==> config.mk <==
export PLATFORM = sky130hd
export DESIGN_NAME = pmic_supply_control_regs
export DESIGN_NICKNAME = d
export VERILOG_FILES = /design/src/pmic_regs_pkg.sv /design/src/buck_voltage_map.sv /design/src/pmic_supply_control_regs.sv
export SDC_FILE = /design/constraint.sdc
export NUM_CORES = 1
export LEC_CHECK = 0
export BUFFER_PORTS_ARGS = -buffer_cell sky130_fd_sc_hd__buf_2
export CORE_MARGIN = 8
export CORE_UTILIZATION = 61
export CTS_CLUSTER_DIAMETER = 60
export CTS_CLUSTER_SIZE = 30
export DETAILED_ROUTE_END_ITERATION = 7
export GPL_TIMING_DRIVEN = 0
export HOLD_SLACK_MARGIN = 0.06
export PLACE_DENSITY = 0.86
export RECOVER_POWER = 50
export SYNTH_ARGS = -nofsm -noshare
export SYNTH_HDL_FRONTEND = slang
export SYNTH_SLANG_ARGS = --single-unit
==> constraint.sdc <==
create_clock -name clock -period 5 [get_ports clock]
set_input_delay 0.75 -clock clock [delete_from_list [all_inputs] [get_ports clock]]
set_output_delay 0.75 -clock clock [all_outputs]
set_load 0.005 [all_outputs]
==> src/pmic_regs_pkg.sv <==
// constants for the supply control register slice
package pmic_regs_pkg;

    // ****************************************
    // register offsets
    // ****************************************
    localparam logic [7:0] SLEEP_LOCKOUT_CONTROL_OFS    = 8'h0e;
    localparam logic [7:0] CONVERTER_MODE_DISCHARGE_OFS = 8'h0f;
    localparam logic [7:0] BUCK_ONE_VOLTAGE_OFS         = 8'h10;
    localparam logic [7:0] BUCK_TWO_VOLTAGE_LOW_OFS     = 8'h11;
    localparam logic [7:0] BUCK_TWO_VOLTAGE_HIGH_OFS    = 8'h12;

    // ****************************************
    // field positions
    // ****************************************
    localparam int TIMER_ONE_SEC_BIT  = 7;
    localparam int TIMER_FIVE_SEC_BIT = 6;
    localparam int MEMORY_VALID_BIT   = 5;
    localparam int DEEP_SLEEP_BIT     = 4;
    localparam int B3_START_MASK_BIT  = 3;
    localparam int HYSTERESIS_BIT     = 2;
    localparam int THRESHOLD_LSB      = 0;
    localparam int FORCED_LSB         = 5;
    localparam int DISCHARGE_LSB      = 0;
    localparam int EXT_ADJ_BIT        = 7;
    localparam int CODE_LSB           = 0;

    // ****************************************
    // reset values
    // ****************************************
    localparam logic [4:0] SLEEP_CTRL_UPPER_RESET = 5'h01;
    localparam logic [2:0] SLEEP_CTRL_LOWER_RESET = 3'h5;
    localparam logic [7:0] MODE_DISCHARGE_RESET   = 8'h1f;
    localparam logic [5:0] BUCK_ONE_CODE_RESET    = 6'h3f;
    localparam logic [5:0] BUCK_TWO_LOW_RESET     = 6'h25;
    localparam logic [5:0] BUCK_TWO_HIGH_RESET    = 6'h3f;

    // ****************************************
    // lockout levels in millivolts
    // ****************************************
    localparam logic [12:0] THRESHOLD_00_MV = 13'd2800;
    localparam logic [12:0] THRESHOLD_01_MV = 13'd3000;
    localparam logic [12:0] THRESHOLD_10_MV = 13'd3100;
    localparam logic [12:0] THRESHOLD_11_MV = 13'd3250;
    localparam logic [12:0] HYSTERESIS_0_MV = 13'd400;
    localparam logic [12:0] HYSTERESIS_1_MV = 13'd500;

    // ****************************************
    // voltage code map
    // ****************************************
    localparam logic [11:0] FINE_BASE_MV   = 12'd725;
    localparam logic [11:0] FINE_STEP_MV   = 12'd25;
    localparam logic [5:0]  MID_FIRST_CODE = 6'h20;
    localparam logic [11:0] MID_BASE_MV    = 12'd1550;
    localparam logic [11:0] MID_STEP_MV    = 12'd50;
    localparam logic [5:0]  TOP_FIRST_CODE = 6'h3c;
    localparam logic [11:0] TOP_BASE_MV    = 12'd3000;
    localparam logic [11:0] TOP_STEP_MV    = 12'd100;

    // ****************************************
    // sequencing
    // ****************************************
    localparam logic [2:0] SEQ_OPT_000 = 3'h0;
    localparam logic [2:0] SEQ_OPT_001 = 3'h1;
    localparam logic [2:0] SEQ_OPT_010 = 3'h2;
    localparam logic [2:0] SEQ_OPT_011 = 3'h3;
    localparam logic [2:0] SEQ_OPT_100 = 3'h4;
    localparam logic [2:0] SEQ_OPT_101 = 3'h5;
    localparam logic [2:0] SEQ_OPT_110 = 3'h6;
    localparam logic [2:0] SEQ_OPT_111 = 3'h7;
    localparam logic [1:0] RANK_PIN    = 2'h3;
    localparam logic [1:0] RANK_LAST   = 2'h2;
    localparam int CLOCK_MHZ     = 250;
    localparam int STEP_TIME_US  = 1;
    localparam int STEP_CYCLES   = STEP_TIME_US * CLOCK_MHZ;
    localparam logic [7:0] STEP_LAST = 8'(STEP_CYCLES - 1);

    typedef enum logic [1:0] {
        RAILS_OFF  = 2'b00,
        RAILS_UP   = 2'b01,
        RAILS_ON   = 2'b10,
        RAILS_DOWN = 2'b11
    } rail_state_t;

endpackage

==> src/buck_voltage_map.sv <==
// six-bit buck voltage code to millivolts
module buck_voltage_map (
    // code in
    input  wire logic [5:0]  code,
    // voltage out
    output logic      [11:0] millivolts
);
    always_comb begin
        if (code >= pmic_regs_pkg::TOP_FIRST_CODE) begin
            millivolts = pmic_regs_pkg::TOP_BASE_MV + pmic_regs_pkg::TOP_STEP_MV
                * 12'(code - pmic_regs_pkg::TOP_FIRST_CODE);
        end else if (code >= pmic_regs_pkg::MID_FIRST_CODE) begin
            millivolts = pmic_regs_pkg::MID_BASE_MV + pmic_regs_pkg::MID_STEP_MV
                * 12'(code - pmic_regs_pkg::MID_FIRST_CODE);
        end else begin
            millivolts = pmic_regs_pkg::FINE_BASE_MV + pmic_regs_pkg::FINE_STEP_MV * 12'(code);
        end
    end
endmodule

==> src/pmic_supply_control_regs.sv <==
// supply control register slice with lockout and rail sequencing

module pmic_supply_control_regs (
    // clock and reset
    input  wire logic        clock,
    input  wire logic        rst,
    input  wire logic        clockEnable,
    // register port from the serial interface
    input  wire logic [7:0]  regAddr,
    input  wire logic [7:0]  regWrData,
    input  wire logic        regWrEn,
    input  wire logic        regRdEn,
    output logic      [7:0]  regRdData,
    // supply sensing and configuration
    input  wire logic [11:0] systemSupplyMv,
    input  wire logic        bandgapOk,
    input  wire logic [2:0]  buckSequenceOption,
    input  wire logic [2:0]  regulatorSequenceOption,
    input  wire logic        nvBuckOneExtAdj,
    input  wire logic        nvBuckTwoExtAdj,
    // pins and rail status
    input  wire logic        buckOneEnablePin,
    input  wire logic        buckTwoEnablePin,
    input  wire logic        buckThreeEnablePin,
    input  wire logic        buckTwoVoltageSelectPin,
    input  wire logic        regulatorTwoStarted,
    input  wire logic        regulatorTwoGood,
    input  wire logic        railsGood,
    // rail control
    output logic      [2:0]  buckEnable,
    output logic             externalRegulatorEnable,
    output logic             powerGoodOutput,
    output logic             lockoutActive,
    // converter settings
    output logic             timerOneSecEnable,
    output logic             timerFiveSecEnable,
    output logic      [2:0]  forcedFixedFrequency,
    output logic      [4:0]  dischargeEnable,
    output logic             buckOneExtAdj,
    output logic             buckTwoExtAdj,
    output logic      [5:0]  buckOneCode,
    output logic      [5:0]  buckTwoCode,
    output logic      [11:0] buckOneMv,
    output logic      [11:0] buckTwoMv
);

    // ****************************************
    // register storage
    // ****************************************
    logic [7:0] sleepCtrlQ;
    logic [7:0] modeDischargeQ;
    logic       b1ExtAdjQ;
    logic       b2ExtAdjQ;
    logic [5:0] b1CodeQ;
    logic [5:0] b2LowQ;
    logic [5:0] b2HighQ;
    logic       uvloQ;
    logic       wrSleep;
    logic       wrMode;
    logic       wrB1;
    logic       wrB2Low;
    logic       wrB2High;
    logic       deepSleep;
    logic [12:0] thresholdMv;
    logic [12:0] releaseMv;

    assign wrSleep  = regWrEn && regAddr == pmic_regs_pkg::SLEEP_LOCKOUT_CONTROL_OFS;
    assign wrMode   = regWrEn && regAddr == pmic_regs_pkg::CONVERTER_MODE_DISCHARGE_OFS;
    assign wrB1     = regWrEn && regAddr == pmic_regs_pkg::BUCK_ONE_VOLTAGE_OFS;
    assign wrB2Low  = regWrEn && regAddr == pmic_regs_pkg::BUCK_TWO_VOLTAGE_LOW_OFS;
    assign wrB2High = regWrEn && regAddr == pmic_regs_pkg::BUCK_TWO_VOLTAGE_HIGH_OFS;

    // ****************************************
    // lockout comparator
    // ****************************************
    always_comb begin
        case (sleepCtrlQ[pmic_regs_pkg::THRESHOLD_LSB +: 2])
            2'b00:   thresholdMv = pmic_regs_pkg::THRESHOLD_00_MV;
            2'b01:   thresholdMv = pmic_regs_pkg::THRESHOLD_01_MV;
            2'b10:   thresholdMv = pmic_regs_pkg::THRESHOLD_10_MV;
            default: thresholdMv = pmic_regs_pkg::THRESHOLD_11_MV;
        endcase
        releaseMv = thresholdMv + (sleepCtrlQ[pmic_regs_pkg::HYSTERESIS_BIT]
            ? pmic_regs_pkg::HYSTERESIS_1_MV : pmic_regs_pkg::HYSTERESIS_0_MV);
    end

    always_ff @(posedge clock or posedge rst) begin
        if (rst) begin
            uvloQ <= 1'b1;
        end else if (clockEnable) begin
            if ({1'b0, systemSupplyMv} < thresholdMv) begin
                uvloQ <= 1'b1;
            end else if ({1'b0, systemSupplyMv} >= releaseMv) begin
                uvloQ <= 1'b0;
            end
        end
    end

    // ****************************************
    // register writes and defaults
    // ****************************************
    always_ff @(posedge clock or posedge rst) begin
        if (rst) begin
            sleepCtrlQ <= {pmic_regs_pkg::SLEEP_CTRL_UPPER_RESET,
                           pmic_regs_pkg::SLEEP_CTRL_LOWER_RESET};
        end else if (clockEnable) begin
            if (uvloQ) begin
                sleepCtrlQ[7:3] <= pmic_regs_pkg::SLEEP_CTRL_UPPER_RESET;
            end else if (wrSleep) begin
                sleepCtrlQ[7:3] <= regWrData[7:3];
            end
            if (!bandgapOk) begin
                sleepCtrlQ[2:0] <= pmic_regs_pkg::SLEEP_CTRL_LOWER_RESET;
            end else if (wrSleep) begin
                sleepCtrlQ[2:0] <= regWrData[2:0];
            end
        end
    end

    always_ff @(posedge clock or posedge rst) begin
        if (rst) begin
            modeDischargeQ <= pmic_regs_pkg::MODE_DISCHARGE_RESET;
            b1CodeQ        <= pmic_regs_pkg::BUCK_ONE_CODE_RESET;
            b2LowQ         <= pmic_regs_pkg::BUCK_TWO_LOW_RESET;
            b2HighQ        <= pmic_regs_pkg::BUCK_TWO_HIGH_RESET;
            b1ExtAdjQ      <= 1'b0;
            b2ExtAdjQ      <= 1'b0;
        end else if (clockEnable) begin
            if (uvloQ) begin
                modeDischargeQ <= pmic_regs_pkg::MODE_DISCHARGE_RESET;
                b1CodeQ        <= pmic_regs_pkg::BUCK_ONE_CODE_RESET;
                b2LowQ         <= pmic_regs_pkg::BUCK_TWO_LOW_RESET;
                b2HighQ        <= pmic_regs_pkg::BUCK_TWO_HIGH_RESET;
                b1ExtAdjQ      <= nvBuckOneExtAdj;
                b2ExtAdjQ      <= nvBuckTwoExtAdj;
            end else begin
                if (wrMode) begin
                    modeDischargeQ <= regWrData;
                end
                if (wrB1) begin
                    b1ExtAdjQ <= regWrData[pmic_regs_pkg::EXT_ADJ_BIT];
                    b1CodeQ   <= regWrData[pmic_regs_pkg::CODE_LSB +: 6];
                end
                if (wrB2Low) begin
                    b2LowQ <= regWrData[pmic_regs_pkg::CODE_LSB +: 6];
                end
                if (wrB2High) begin
                    b2ExtAdjQ <= regWrData[pmic_regs_pkg::EXT_ADJ_BIT];
                    b2HighQ   <= regWrData[pmic_regs_pkg::CODE_LSB +: 6];
                end
            end
        end
    end

    // ****************************************
    // read port
    // ****************************************
    always_ff @(posedge clock or posedge rst) begin
        if (rst) begin
            regRdData <= 8'h00;
        end else if (clockEnable && regRdEn) begin
            case (regAddr)
                pmic_regs_pkg::SLEEP_LOCKOUT_CONTROL_OFS:    regRdData <= sleepCtrlQ;
                pmic_regs_pkg::CONVERTER_MODE_DISCHARGE_OFS: regRdData <= modeDischargeQ;
                pmic_regs_pkg::BUCK_ONE_VOLTAGE_OFS:         regRdData <= {b1ExtAdjQ, 1'b0, b1CodeQ};
                pmic_regs_pkg::BUCK_TWO_VOLTAGE_LOW_OFS:     regRdData <= {2'b00, b2LowQ};
                pmic_regs_pkg::BUCK_TWO_VOLTAGE_HIGH_OFS:    regRdData <= {b2ExtAdjQ, 1'b0, b2HighQ};
                default:                                     regRdData <= 8'h00;
            endcase
        end
    end

    // ****************************************
    // converter settings and voltage map
    // ****************************************
    logic [5:0]  selCode [2];

    assign selCode[0] = b1CodeQ;
    assign selCode[1] = buckTwoVoltageSelectPin ? b2HighQ : b2LowQ;

    for (genvar i = 0; i < 2; i++) begin : g_map
        logic [11:0] mapMv;
        logic [11:0] mvQ;
        buck_voltage_map u_map (
            .code       (selCode[i]),
            .millivolts (mapMv)
        );
        always_ff @(posedge clock or posedge rst) begin
            if (rst) begin
                mvQ <= 12'h000;
            end else if (clockEnable) begin
                mvQ <= mapMv;
            end
        end
    end

    assign buckOneMv = g_map[0].mvQ;
    assign buckTwoMv = g_map[1].mvQ;

    always_ff @(posedge clock or posedge rst) begin
        if (rst) begin
            timerOneSecEnable    <= 1'b0;
            timerFiveSecEnable   <= 1'b0;
            forcedFixedFrequency <= 3'h0;
            dischargeEnable      <= 5'h00;
            buckOneExtAdj        <= 1'b0;
            buckTwoExtAdj        <= 1'b0;
            buckOneCode          <= 6'h00;
            buckTwoCode          <= 6'h00;
            lockoutActive        <= 1'b1;
        end else if (clockEnable) begin
            timerOneSecEnable    <= sleepCtrlQ[pmic_regs_pkg::TIMER_ONE_SEC_BIT];
            timerFiveSecEnable   <= sleepCtrlQ[pmic_regs_pkg::TIMER_FIVE_SEC_BIT];
            forcedFixedFrequency <= modeDischargeQ[pmic_regs_pkg::FORCED_LSB +: 3];
            dischargeEnable      <= modeDischargeQ[pmic_regs_pkg::DISCHARGE_LSB +: 5];
            buckOneExtAdj        <= b1ExtAdjQ;
            buckTwoExtAdj        <= b2ExtAdjQ;
            buckOneCode          <= selCode[0];
            buckTwoCode          <= selCode[1];
            lockoutActive        <= uvloQ;
        end
    end

    // ****************************************
    // rail sequencing
    // ****************************************
    pmic_regs_pkg::rail_state_t stateQ;
    logic [1:0] stageQ;
    logic [7:0] stepCntQ;
    logic       stepTick;
    logic [1:0] rank [3];
    logic       maskOne;

    assign maskOne   = sleepCtrlQ[pmic_regs_pkg::B3_START_MASK_BIT];
    assign deepSleep = sleepCtrlQ[pmic_regs_pkg::DEEP_SLEEP_BIT]
        && buckSequenceOption == pmic_regs_pkg::SEQ_OPT_100
        && regulatorSequenceOption == pmic_regs_pkg::SEQ_OPT_111;
    assign stepTick  = stepCntQ == pmic_regs_pkg::STEP_LAST;

    // rank per buck: order of start, or pin-controlled
    always_comb begin
        rank[0] = pmic_regs_pkg::RANK_PIN;
        rank[1] = pmic_regs_pkg::RANK_PIN;
        rank[2] = pmic_regs_pkg::RANK_PIN;
        case (buckSequenceOption)
            pmic_regs_pkg::SEQ_OPT_000: rank[1] = 2'h0;
            pmic_regs_pkg::SEQ_OPT_001: begin
                rank[1] = 2'h0;
                rank[2] = 2'h0;
            end
            pmic_regs_pkg::SEQ_OPT_010: begin
                rank[0] = 2'h0;
                rank[1] = 2'h1;
                rank[2] = 2'h1;
            end
            pmic_regs_pkg::SEQ_OPT_011: begin
                rank[2] = 2'h0;
                rank[1] = 2'h1;
            end
            pmic_regs_pkg::SEQ_OPT_100: begin
                rank[0] = 2'h1;
                rank[1] = 2'h1;
                rank[2] = maskOne ? 2'h0 : pmic_regs_pkg::RANK_PIN;
            end
            pmic_regs_pkg::SEQ_OPT_110: begin
                rank[0] = 2'h0;
                rank[1] = 2'h1;
                rank[2] = 2'h2;
            end
            pmic_regs_pkg::SEQ_OPT_111: begin
                rank[0] = 2'h1;
                rank[1] = 2'h1;
            end
            default: rank[0] = pmic_regs_pkg::RANK_PIN;
        endcase
    end

    always_ff @(posedge clock or posedge rst) begin
        if (rst) begin
            stateQ   <= pmic_regs_pkg::RAILS_OFF;
            stageQ   <= 2'h0;
            stepCntQ <= 8'h00;
        end else if (clockEnable) begin
            stepCntQ <= (stepTick || stateQ == pmic_regs_pkg::RAILS_OFF
                || stateQ == pmic_regs_pkg::RAILS_ON) ? 8'h00 : stepCntQ + 8'h01;
            case (stateQ)
                pmic_regs_pkg::RAILS_OFF: if (!uvloQ) begin
                    stateQ <= pmic_regs_pkg::RAILS_UP;
                    stageQ <= 2'h0;
                end
                pmic_regs_pkg::RAILS_UP: if (uvloQ) begin
                    stateQ <= pmic_regs_pkg::RAILS_DOWN;
                end else if (stepTick) begin
                    if (stageQ == pmic_regs_pkg::RANK_LAST) begin
                        stateQ <= pmic_regs_pkg::RAILS_ON;
                    end else begin
                        stageQ <= stageQ + 2'h1;
                    end
                end
                pmic_regs_pkg::RAILS_ON: if (uvloQ) begin
                    stateQ <= pmic_regs_pkg::RAILS_DOWN;
                end
                pmic_regs_pkg::RAILS_DOWN: if (stepTick) begin
                    if (stageQ == 2'h0) begin
                        stateQ <= pmic_regs_pkg::RAILS_OFF;
                    end else begin
                        stageQ <= stageQ - 2'h1;
                    end
                end
                default: stateQ <= pmic_regs_pkg::RAILS_OFF;
            endcase
        end
    end

    // buck enables: sequenced ranks, pins, deep sleep
    logic [2:0] pinLevel;
    logic [2:0] enD;
    assign pinLevel = {buckThreeEnablePin, buckTwoEnablePin, buckOneEnablePin};

    always_comb begin
        for (int b = 0; b < 3; b++) begin
            if (stateQ == pmic_regs_pkg::RAILS_OFF) begin
                enD[b] = 1'b0;
            end else if (rank[b] == pmic_regs_pkg::RANK_PIN) begin
                enD[b] = pinLevel[b] && !uvloQ;
            end else if (b == 2 && buckSequenceOption == pmic_regs_pkg::SEQ_OPT_100) begin
                enD[b] = regulatorTwoStarted && !uvloQ;
            end else begin
                enD[b] = rank[b] <= stageQ;
            end
        end
        if (deepSleep) begin
            enD[0] = 1'b0;
            enD[2] = 1'b0;
        end
        // in RAILS_DOWN, a set memory-valid flag holds buck two up while regulator two is good
        if (stateQ == pmic_regs_pkg::RAILS_DOWN && sleepCtrlQ[pmic_regs_pkg::MEMORY_VALID_BIT]
            && regulatorTwoGood) begin
            enD[1] = 1'b1;
        end
    end

    always_ff @(posedge clock or posedge rst) begin
        if (rst) begin
            buckEnable              <= 3'h0;
            externalRegulatorEnable <= 1'b0;
            powerGoodOutput         <= 1'b0;
        end else if (clockEnable) begin
            buckEnable              <= enD;
            externalRegulatorEnable <= stateQ != pmic_regs_pkg::RAILS_OFF;
            powerGoodOutput         <= stateQ == pmic_regs_pkg::RAILS_ON
                && railsGood && !deepSleep;
        end
    end
endmodule

# [Yosys cells after proc, flatten, opt, wreduce, memory -nomap -nowiden]
# Index checks and enable logic that the tools add are counted.
# W data, S select, Z words.
[word_totals] inputBits=49 out_inout_bits=62 memories=0 rom_bits=0 ff_bits=111 latch_bits=0 ramBits=0
[classes] n_reduce_logical=46 div_mod_pow=0 shift=0 n_eq_ne=33 add_sub_neg=14 muxes=56 bitwise_logic=0 magnitude_cmp=9 mul=6
[ops] cell="$mux W12" count=4
[ops] cell="$mux W6" count=7
[ops] cell="$pmux W8 S5" count=1
[ops] cell="$pmux W11 S3" count=1
[ops] cell="$mux W2" count=14
[ops] cell="$sub A6 B6 Y7 const B" count=4
[ops] cell="$add A10 B11 Y12 const A" count=2
[ops] cell="$add A11 B12 Y12 const A" count=2
[ops] cell="$add A12 B12 Y12 const A" count=2
[ops] cell="$eq A8 B5 Y1 const B" count=3
[ops] cell="$ge A6 B6 Y1 const B" count=4
[ops] cell="$mul A5 B12 Y10 const A" count=2
[ops] cell="$mul A5 B12 Y11 const A" count=2
[ops] cell="$mux W8" count=3
[ops] cell="$mul A5 B6 Y11 const A" count=2
[ops] cell="$eq A8 B4 Y1 const B" count=2
[ops] cell="$logic_and A1 B1 Y1" count=16
[ops] cell="$mux W1" count=16
[ops] cell="$ne A2 B2 Y1 const B" count=8
[ops] cell="$pmux W2 S4" count=2
[ops] cell="$eq A2 B2 Y1 const B" count=7
[ops] cell="$reduce_and A2 Y1" count=7
[ops] cell="$reduce_bool A2 Y1" count=7
[ops] cell="$add A13 B9 Y13" count=1
[ops] cell="other kinds (27)" count=45

# [Depth between registers and ports, before layout]
# Gate-level depths: netlist of the first run.
[depth] word_depth=8 mapped_depth=17

# [Hierarchy]
# From an unflattened synthesis of the first run, not the netlist that was laid out.
[unflattened] hier_cells=1118 hier_area_um2=10545.1
[by_module_without_submodules] module="pmic_supply_control_regs" area_per_inst_um2=5997.0 cells_per_inst=551 n_inst=1 seq_area_each_um2=2808.9
[by_module_without_submodules] module="buck_voltage_map at g_map[1].u_map" area_per_inst_um2=2279.7 cells_per_inst=286 n_inst=1 seq_area_each_um2=0.0
[by_module_without_submodules] module="buck_voltage_map at g_map[0].u_map" area_per_inst_um2=2268.4 cells_per_inst=281 n_inst=1 seq_area_each_um2=0.0

# [Least setup slack after synthesis of the first run]
# No wires, ideal clock.
[synth_path] path_kind="input -> register" startpoint="input buckTwoVoltageSelectPin" endpoint="register g_map[1].mvQ[11] (netlist: buckTwoMv[11])" stages=16 arrival_ns=4.815 slack_ns=0.052 t_required_ns=4.867 setup_time_ns=0.133 path_cell_list="buf_6 mux2i_1 inv_1 ha_1 inv_1 a21oi_2 a211oi_2 ha_1 ha_1 fa_1 ha_1 a21boi_0 a211oi_2 xnor3_1 a31oi_1 o211ai_1"
[synth_between] elab_chain_len=6
[synth_lines] item="start, declared" line_no="pmic_supply_control_regs.sv:25" rtl="input wire logic buckTwoVoltageSelectPin,"
[synth_lines] item="$mux W6 (*)" line_no="pmic_supply_control_regs.sv:179" rtl="assign selCode[1] = buckTwoVoltageSelectPin ? b2HighQ : b2LowQ;"
[synth_lines] item="named net g_map[1].u_map.code[4]" line_no="buck_voltage_map.sv:4" rtl="input wire logic [5:0] code,"
[synth_lines] item="$sub A6 B6 Y7" line_no="buck_voltage_map.sv:14" rtl="* 12'(code - pmic_regs_pkg::MID_FIRST_CODE);"
[synth_lines] item="$mul A5 B12 Y11" line_no="buck_voltage_map.sv:14"
[synth_lines] item="$add A11 B12 Y12" line_no="buck_voltage_map.sv:13" rtl="millivolts = pmic_regs_pkg::MID_BASE_MV + pmic_regs_pkg::MID_STEP_MV"
[synth_lines] item="$mux W12" line_no="buck_voltage_map.sv:12" rtl="end else if (code >= pmic_regs_pkg::MID_FIRST_CODE) begin"
[synth_lines] item="$mux W12 (*)" line_no="buck_voltage_map.sv:9" rtl="if (code >= pmic_regs_pkg::TOP_FIRST_CODE) begin"
[synth_lines] item="end signal, assigned" line_no="pmic_supply_control_regs.sv:192" rtl="mvQ <= mapMv;"
[synth_lines] item="end, declared" line_no="pmic_supply_control_regs.sv:183" rtl="logic [11:0] mvQ;"
# The timed path passes the listed nets; every way through them passes the cells marked *.
# A chain may end at the register's enable or synchronous reset.

# [Final worst setup path of the first run]
# Ends and elaborated chain as after synthesis.

==> results of run 1 <==
==> cell families after synthesis <==
family | count (synthesis) | share of synthesized area (%)
compound gates | 276 | 18.4
xor+xnor | 77 | 7.02
buf+inv | 155 | 5.80
simple gates | 253 | 12.1
mux | 37 | 4.25
flops | 111 | 27.5
fa+ha+maj | 191 | 24.9
==> final cells by class <==
type / count / area share, %
Buffer: 32 / 1.16
Clock buffer: 10 / 2.11
Clock inverter: 6 / 0.552
Inverter: 123 / 4.08
Multi-Input combinational cell: 834 / 60.3
Sequential cell: 111 / 24.8
Tap cell: 220 / 2.43
Timing Repair Buffer: 108 / 4.58
==> metrics by stage <==
step | cell area (um^2) | utilization [%] | setup WS [ps] | setup TNS (ps) | power, mW
6_report | 11300 | 68.9 | 205 | 0 | 2.65
5_1_grt | 11300 | 68.9 | 31.8 | 0 | 2.80
4_1_cts | 11400 | 69.1 | 31.2 | 0 | 2.66
3_5_place_dp | 11100 | 67.2 | -735 | -1390 | 1.93
3_3_place_gp | 11000 | 66.9 | -1160 | -2830 | 1.89
2_1_floorplan | 10200 | - | 51.7 | 0 | 1.67
==> worst max-delay path: cells and delay by family <==
kind | cells | cell delay, ps
muxes | 1 | 590
buffers and inverters | 3 | 510
xor gates and xnor gates | 2 | 700
AOI/OAI and AO/OA | 4 | 700
adders and majority gates | 5 | 1780
==> placed cells by master (no fill, tap or decap), types with 6 or more instances in the layout <==
cell       instances
ha_1             170
inv_1            121
buf_2             90
dfrtp_1           86
a21oi_1           74
nand2_1           72
nor2_1            70
o21ai_0           48
xnor2_1           44
clkbuf_1          42
xor2_1            29
dfstp_2           25
o22a_1            22
nand3_1           21
mux2_2            21
fa_1              21
nor2b_1           15
o211ai_1          14
o21a_1            14
nand2b_1          12
a21o_1            11
mux2i_1           11
a211oi_1          10
or3_1              9
nand4_1            9
clkbuf_16          9
nor3_1             8
o2bb2ai_1          8
a31oi_1            7
nand3b_1           7
and3_1             6
o22ai_1            6
and2_1             6
a221o_1            6
==> how the worst max path moves through the flow <==
stage                                 start       endpoint  slack [ps]  cells past startpoint
global placement    buckTwoVoltageSelectPin  buckTwoMv[11]       -1160                     17
floorplan           buckTwoVoltageSelectPin  buckTwoMv[11]          50                     16
finish              buckTwoVoltageSelectPin  buckTwoMv[11]         200                     15
detailed placement  buckTwoVoltageSelectPin  buckTwoMv[11]        -730                     17
CTS                 buckTwoVoltageSelectPin  buckTwoMv[11]          30                     17
global route        buckTwoVoltageSelectPin  buckTwoMv[11]          30                     15
==> metal layers <==
layer	GRT usage (%)	up-vias
met5	0	-
met4	9.01	0
met3	4.01	72
met2	44.0	370
met1	31.9	4299
li1	-	4119
==> sequential cells by signal (all words and copies together) (netlist names), 6 cells and up <==
| register | flops |
|---|---|
| buckOneMv | 12 |
| buckTwoMv | 12 |
| modeDischargeQ | 8 |
| regRdData | 8 |
| sleepCtrlQ | 8 |
| stepCntQ | 8 |
| b1CodeQ | 6 |
| b2HighQ | 6 |
| b2LowQ | 6 |
| buckOneCode | 6 |
| buckTwoCode | 6 |
==> what timing repair did <==
action	CTS	global route
gates resized for setup	2	1
buffers inserted	1	0
setup endpoints to repair	2	1
==> power by group <==
part | internal (mW) | switching [mW] | leakage [nW]
combinational | 0.384 | 0.494 | 3.90
clock | 0.365 | 0.364 | 0.142
sequential | 0.977 | 0.0690 | 1.30
==> results_dict.tcl, run 1 <==
set metrics [dict create \
    yosysMostFrequentCell "ha_1" \
    synth.distinct_cells 74 \
    slowest_delay_ps 590 \
    highest_layer "met4" \
    ys_top_cells_by_area "dfrtp_1 (21%), ha_1 (21%), dfstp_2 (6.4%), inv_1 (4.5%), fa_1 (4.1%)" \
    area_growth_pct 11.0 \
    crit_fanout 14 \
    worstReg2RegEnd "buckTwoMv[11]" \
    postCtsHoldBufs 0 \
    syn_inst 1100 \
    hold_violations 0 \
    r2r_cells 15 \
    r2r-start "b2LowQ[3]" \
    ir_drop_v 0.000222 \
    cp-end-kind "register" \
    async_flop_share_pct 100 \
    wl_per_cell_um 19.0 \
    ant_nets 0 \
    holdWs_ps 492 \
    dieWidth_um 145 \
    outcome "complete, but fails checks" \
    max_freq_mhz 209 \
    regArea_um2 2810 \
    rsz0062_at_grt "no" \
    gp_congestion 0.967 \
    met2_length_um 13500 \
    core_region_area_um2 16500 \
    relSlewSlack_pct -28.5 \
    fin_worst_skew_ps 12.3 \
    wl_met3_um 1830 \
    fin_nets 1459 \
    dr_total_vias 8860 \
    fin_crit_sh_pct 95.9 \
    tightestPinTransition_ps 1920 \
    finalWirelength_um 27500 \
    yosysSeqAreaShare_pct 27.5 \
    diodes 0 \
    yosysWarnings 0 \
    worstPathCellList "buf_2, buf_6, mux2i_4, inv_1, ha_1, xnor2_1, ha_1, ha_1, fa_1, ha_1, a21boi_0, a211oi_2, xnor3_1, a31oi_1, o211ai_1" \
    drive_gt1_share_pct 14.5 \
    grt_pass1_wl_um 44500 \
    clk_pin_slew_ps 80 \
    setup_violations 0 \
    min_path_type "register to register" \
    antenna_found_initial 0 \
    m1WireLength_um 11500 \
    slowest_stage "mux2i_4" \
    drc 0 \
    power_density_nw_per_um2 234 \
    drv_slew 114 \
    worstHoldEndpoint "regRdData[1]" \
    synthTopCellsByCount "ha_1 (170), inv_1 (122), dfrtp_1 (86), a21oi_1 (74), nand2_1 (72)" \
    clk_latency_ps 370 \
    cts_sinks 111 \
    cap_viol_max_count 2 \
    min_from "regRdData[1]" \
    multi_input_comb_area_um2 6840 \
    yosysTopAreaCell "dfrtp_1" \
    dieArea_um2 21100 \
    synth_ff_type "dfrtp_1" \
    dp.final_hpwl_um 21200 \
    violations "max-capacitance violations, max-slew violations" \
    place_inst 1427 \
    vias_per_cell 6.14 \
    fill_cells 1317 \
    rows 47 \
    stdcell_count 1444 \
    cts_max_level 3 \
    top_level_ports 111 \
    die_y_um 145 \
    dr.first_iter.drc_count 650 \
    syn_area_um2 10200 \
    ctsRootBufferMaster "clkbuf_16" \
    grt_pass1_vias 8774 \
    rrSetupSlack_ps 550 \
    start_util_pct 62.1 \
    synth_nets 1340 \
    syn_area_per_cell_um2 9.29 \
    numCtsBuffers 9 \
    portBuffers 106 \
    max-clock-path-buffers 2 \
    synth_edf_count 0 \
    grt_max_degree 68 \
    cp.required_ps 5250 \
    crit_arrival_ps 5040 \
    period_needed_ps 4800 \
    start_kind "primary input" \
    synth_seq_cells 111 \
    leakage_nw 5.34 \
    critPathKind "primary input to register" \
    whs_path_depth 2 \
    dr.pass1.iters 5 \
    cts_tree "yes" \
    crit_top_cell "ha_1" \
    overflow 0 \
    synth_top_cell_area_share_pct 21.1 \
    grt_usage_pct 25.5 \
]
No activity file was read; power rests on OpenSTA's default activity.
==> run 2, diff against run 1 <==
--- a/config.mk
+++ b/config.mk
@@ -7,14 +7,15 @@
 export LEC_CHECK = 0
 export BUFFER_PORTS_ARGS = -buffer_cell sky130_fd_sc_hd__buf_2
 export CORE_MARGIN = 8
-export CORE_UTILIZATION = 61
+export CORE_UTILIZATION = 30
 export CTS_CLUSTER_DIAMETER = 60
 export CTS_CLUSTER_SIZE = 30
 export DETAILED_ROUTE_END_ITERATION = 7
 export GPL_TIMING_DRIVEN = 0
 export HOLD_SLACK_MARGIN = 0.06
-export PLACE_DENSITY = 0.86
+export PLACE_DENSITY = 0.5
 export RECOVER_POWER = 50
 export SYNTH_ARGS = -nofsm -noshare
 export SYNTH_HDL_FRONTEND = slang
+export SYNTH_HIERARCHICAL = 1
 export SYNTH_SLANG_ARGS = --single-unit
==> run 2 against run 1 <==
  * Wire length up 10%
  * Critical path type is now register to register
  * Worst setup slack improved by 47 ps
  * Area after synthesis increased by 3.2%
  * Clock skew shrank 2.1 ps
  * The run still ends with max-capacitance violations, max-slew violations left
  * Non-clock buffer count up 6
  * Clock-buffer cell count shrank 1
  * Largest power group unchanged
  * Combinational power up 7.3%
==> results_dict.tcl, run 2 <==
set metrics [dict create \
    slowest_stage "dfstp_2" \
    endpoint "buckOneMv[11]" \
    grt_max_degree 97 \
    start_util_pct 30.5 \
    vias_per_cell 5.01 \
    leakage_nw 5.49 \
    ctsRootBufferMaster "clkbuf_16" \
    diodes 0 \
    clk_latency_ps 370 \
    outcome "complete, but fails checks" \
    syn_area_per_cell_um2 9.43 \
    grt_pass1_vias 8729 \
    r2r_cells 15 \
    slowest_delay_ps 640 \
    antenna_found_initial 1 \
    grt_pass1_wl_um 48300 \
    cap_viol_max_count 1 \
    finalWirelength_um 30300 \
    drv_slew 97 \
    hold_violations 0 \
    core_region_area_um2 34500 \
    gp_congestion 0.846 \
    place_ws_ps -533 \
    crit_fanout 8 \
    yosysTopAreaCell "dfrtp_1" \
    area_growth_pct 13.5 \
    synth_ff_type "dfrtp_1" \
    dr.pass1.iters 5 \
    utilization_pct 34.6 \
    max-clock-path-buffers 2 \
    yosysWarnings 6 \
    violations "max-capacitance violations, max-slew violations" \
    timing.final.ws_setup_ps 252 \
    crit_top_cell "ha_1" \
    max_freq_mhz 211 \
    drc 0 \
    ir_drop_v 0.000153 \
    cp-end-kind "register" \
    dr.first_iter.drc_count 430 \
    portBuffers 106 \
    dieArea_um2 41400 \
    crit_buf_inv 4 \
    worstPathCellList "buf_2, inv_1, ha_1, ha_1, ha_1, inv_1, fa_1, inv_1, ha_1, or3_1, nand2_1, a211o_1, xnor3_1, a22o_1, mux2_2" \
    start_kind "register" \
    rsz0062_at_grt "no" \
    worstReg2RegEnd "buckOneMv[11]" \
    syn_inst 1118 \
    period_needed_ps 4750 \
    rows 68 \
    final_common_cell "ha_1" \
    postCtsHoldBufs 0 \
    async_flop_share_pct 100 \
    dieWidth_um 203 \
    synth.distinct_cells 78 \
    synth_top_cell_area_share_pct 20.4 \
    timing.critical_path.max_delay_family "adder cells" \
    crit_start "b1CodeQ[2]" \
    dr_total_vias 8514 \
    syn_area_um2 10500 \
    wl_per_cell_um 17.8 \
    r2r-start "b1CodeQ[2]" \
    relSlewSlack_pct -66.5 \
    tightestPinTransition_ps 2500 \
    synth_nets 1360 \
    dp.final_hpwl_um 24200 \
    rrSetupSlack_ps 250 \
    fill_cells 3676 \
    overflow 0 \
    top_level_ports 111 \
    synth_edf_count 0 \
    yosysMostFrequentCell "ha_1" \
    synthTopCellsByCount "ha_1 (172), inv_1 (122), nor2_1 (87), dfrtp_1 (86), mux2_2 (60)" \
    critPathKind "register to register" \
    fin_crit_sh_pct 95.0 \
    cp.required_ps 5260 \
    setup_violations 0 \
    power_density_nw_per_um2 232 \
    drive_gt1_share_pct 17.5 \
    fin_worst_skew_ps 10.2 \
    fin_nets 1482 \
    die_y_um 203 \
    clk_pin_slew_ps 80 \
    cts_max_level 3 \
    yosysSeqAreaShare_pct 26.6 \
    ys_top_cells_by_area "dfrtp_1 (20%), ha_1 (20%), mux2_2 (6.4%), dfstp_2 (6.2%), inv_1 (4.3%)" \
    synth_seq_cells 111 \
    min_path_type "primary input to async pin" \
    total_power_mw 2.78 \
    final_cell_mix "ha_1 (172), inv_1 (120), nor2_1 (87), dfrtp_1 (86), buf_2 (81)" \
    crit_cells 15 \
    numCtsBuffers 9 \
    crit_arrival_ps 5010 \
    cts_tree "yes" \
    grt_usage_pct 14.7 \
    finalSetupTns_ps 0 \
    holdWs_ps 459 \
    cts_sinks 111 \
    ant_nets 0 \
]
==> run 2: cell types whose count changed after synthesis, moves of 12 or more <==
cell and change:
a21oi_1 -29, mux2_2 +39, mux2i_1 +12, nand2_1 -19, nor2_1 +17, nor3_1 +16
==> run 2: worst min-delay path by stage <==
stage / startpoint / endpoint / slack [ps] / cells past startpoint
after floorplan: lockoutActive / lockoutActive / 460 / 2
after global placement: lockoutActive / lockoutActive / 460 / 2
after detailed placement: powerGoodOutput / powerGoodOutput / 470 / 1
after CTS: rst / buckOneMv[4] / 290 / 2
after global routing: lockoutActive / lockoutActive / 490 / 2
final: rst / buckOneCode[3] / 460 / 2
==> run 2: power by group <==
part / internal (mW) / switching, mW
Sequential: 0.979 / 0.0684
Combinational: 0.418 / 0.523
Clock: 0.397 / 0.390
Total: 1.79 / 0.982
==> run 2: cell type report <==
type,instances,area (um^2),area share [%]
Tap cell,455,569,4.76
Multi-Input combinational cell,850,7140,59.6
Inverter,122,463,3.87
Clock inverter,7,81.3,0.679
Sequential cell,111,2810,23.5
Buffer,33,139,1.16
Timing Repair Buffer,113,547,4.57
Clock buffer,9,225,1.88
==> run 2: metal layers <==
| metal | track usage, % | up-vias | part of all wire [%] |
|---|---|---|---|
| met2 | 24.5 | 143 | 48 |
| met4 | 2.77 | 2 | 0.78 |
| met1 | 19.9 | 4187 | 48 |
| met3 | 2.38 | 15 | 3.7 |
| li1 | - | 4167 | - |
| met5 | 0 | - | 0.030 |
==> run 2: per-stage QoR <==
step	cells	instance area (um^2)
after CTS	1696	12000
after floorplan	1118	10500
after global placement	1679	11600
final	1700	12000
after detailed placement	1680	11700
after global routing	1700	12000
==> run 2: logic make-up after synthesis <==
family	share of synthesized area, %
AO/OA/AOI/OAI	14.7
XOR/XNOR	5.99
adder cells (fa/ha/maj)	24.4
buffers and inverters	5.73
flip-flops	26.6
multiplexers	8.78
AND/OR/NAND/NOR	13.8
==> run 2: repair_timing <==
| item | in CTS | in global routing |
|---|---|---|
| resized for setup | 3 | 0 |
| pin swaps | 0 | 0 |
| setup endpoints to repair | 2 | 3 |
| hold endpoints to repair | 0 | 0 |
| setup buffers | 0 | 6 |
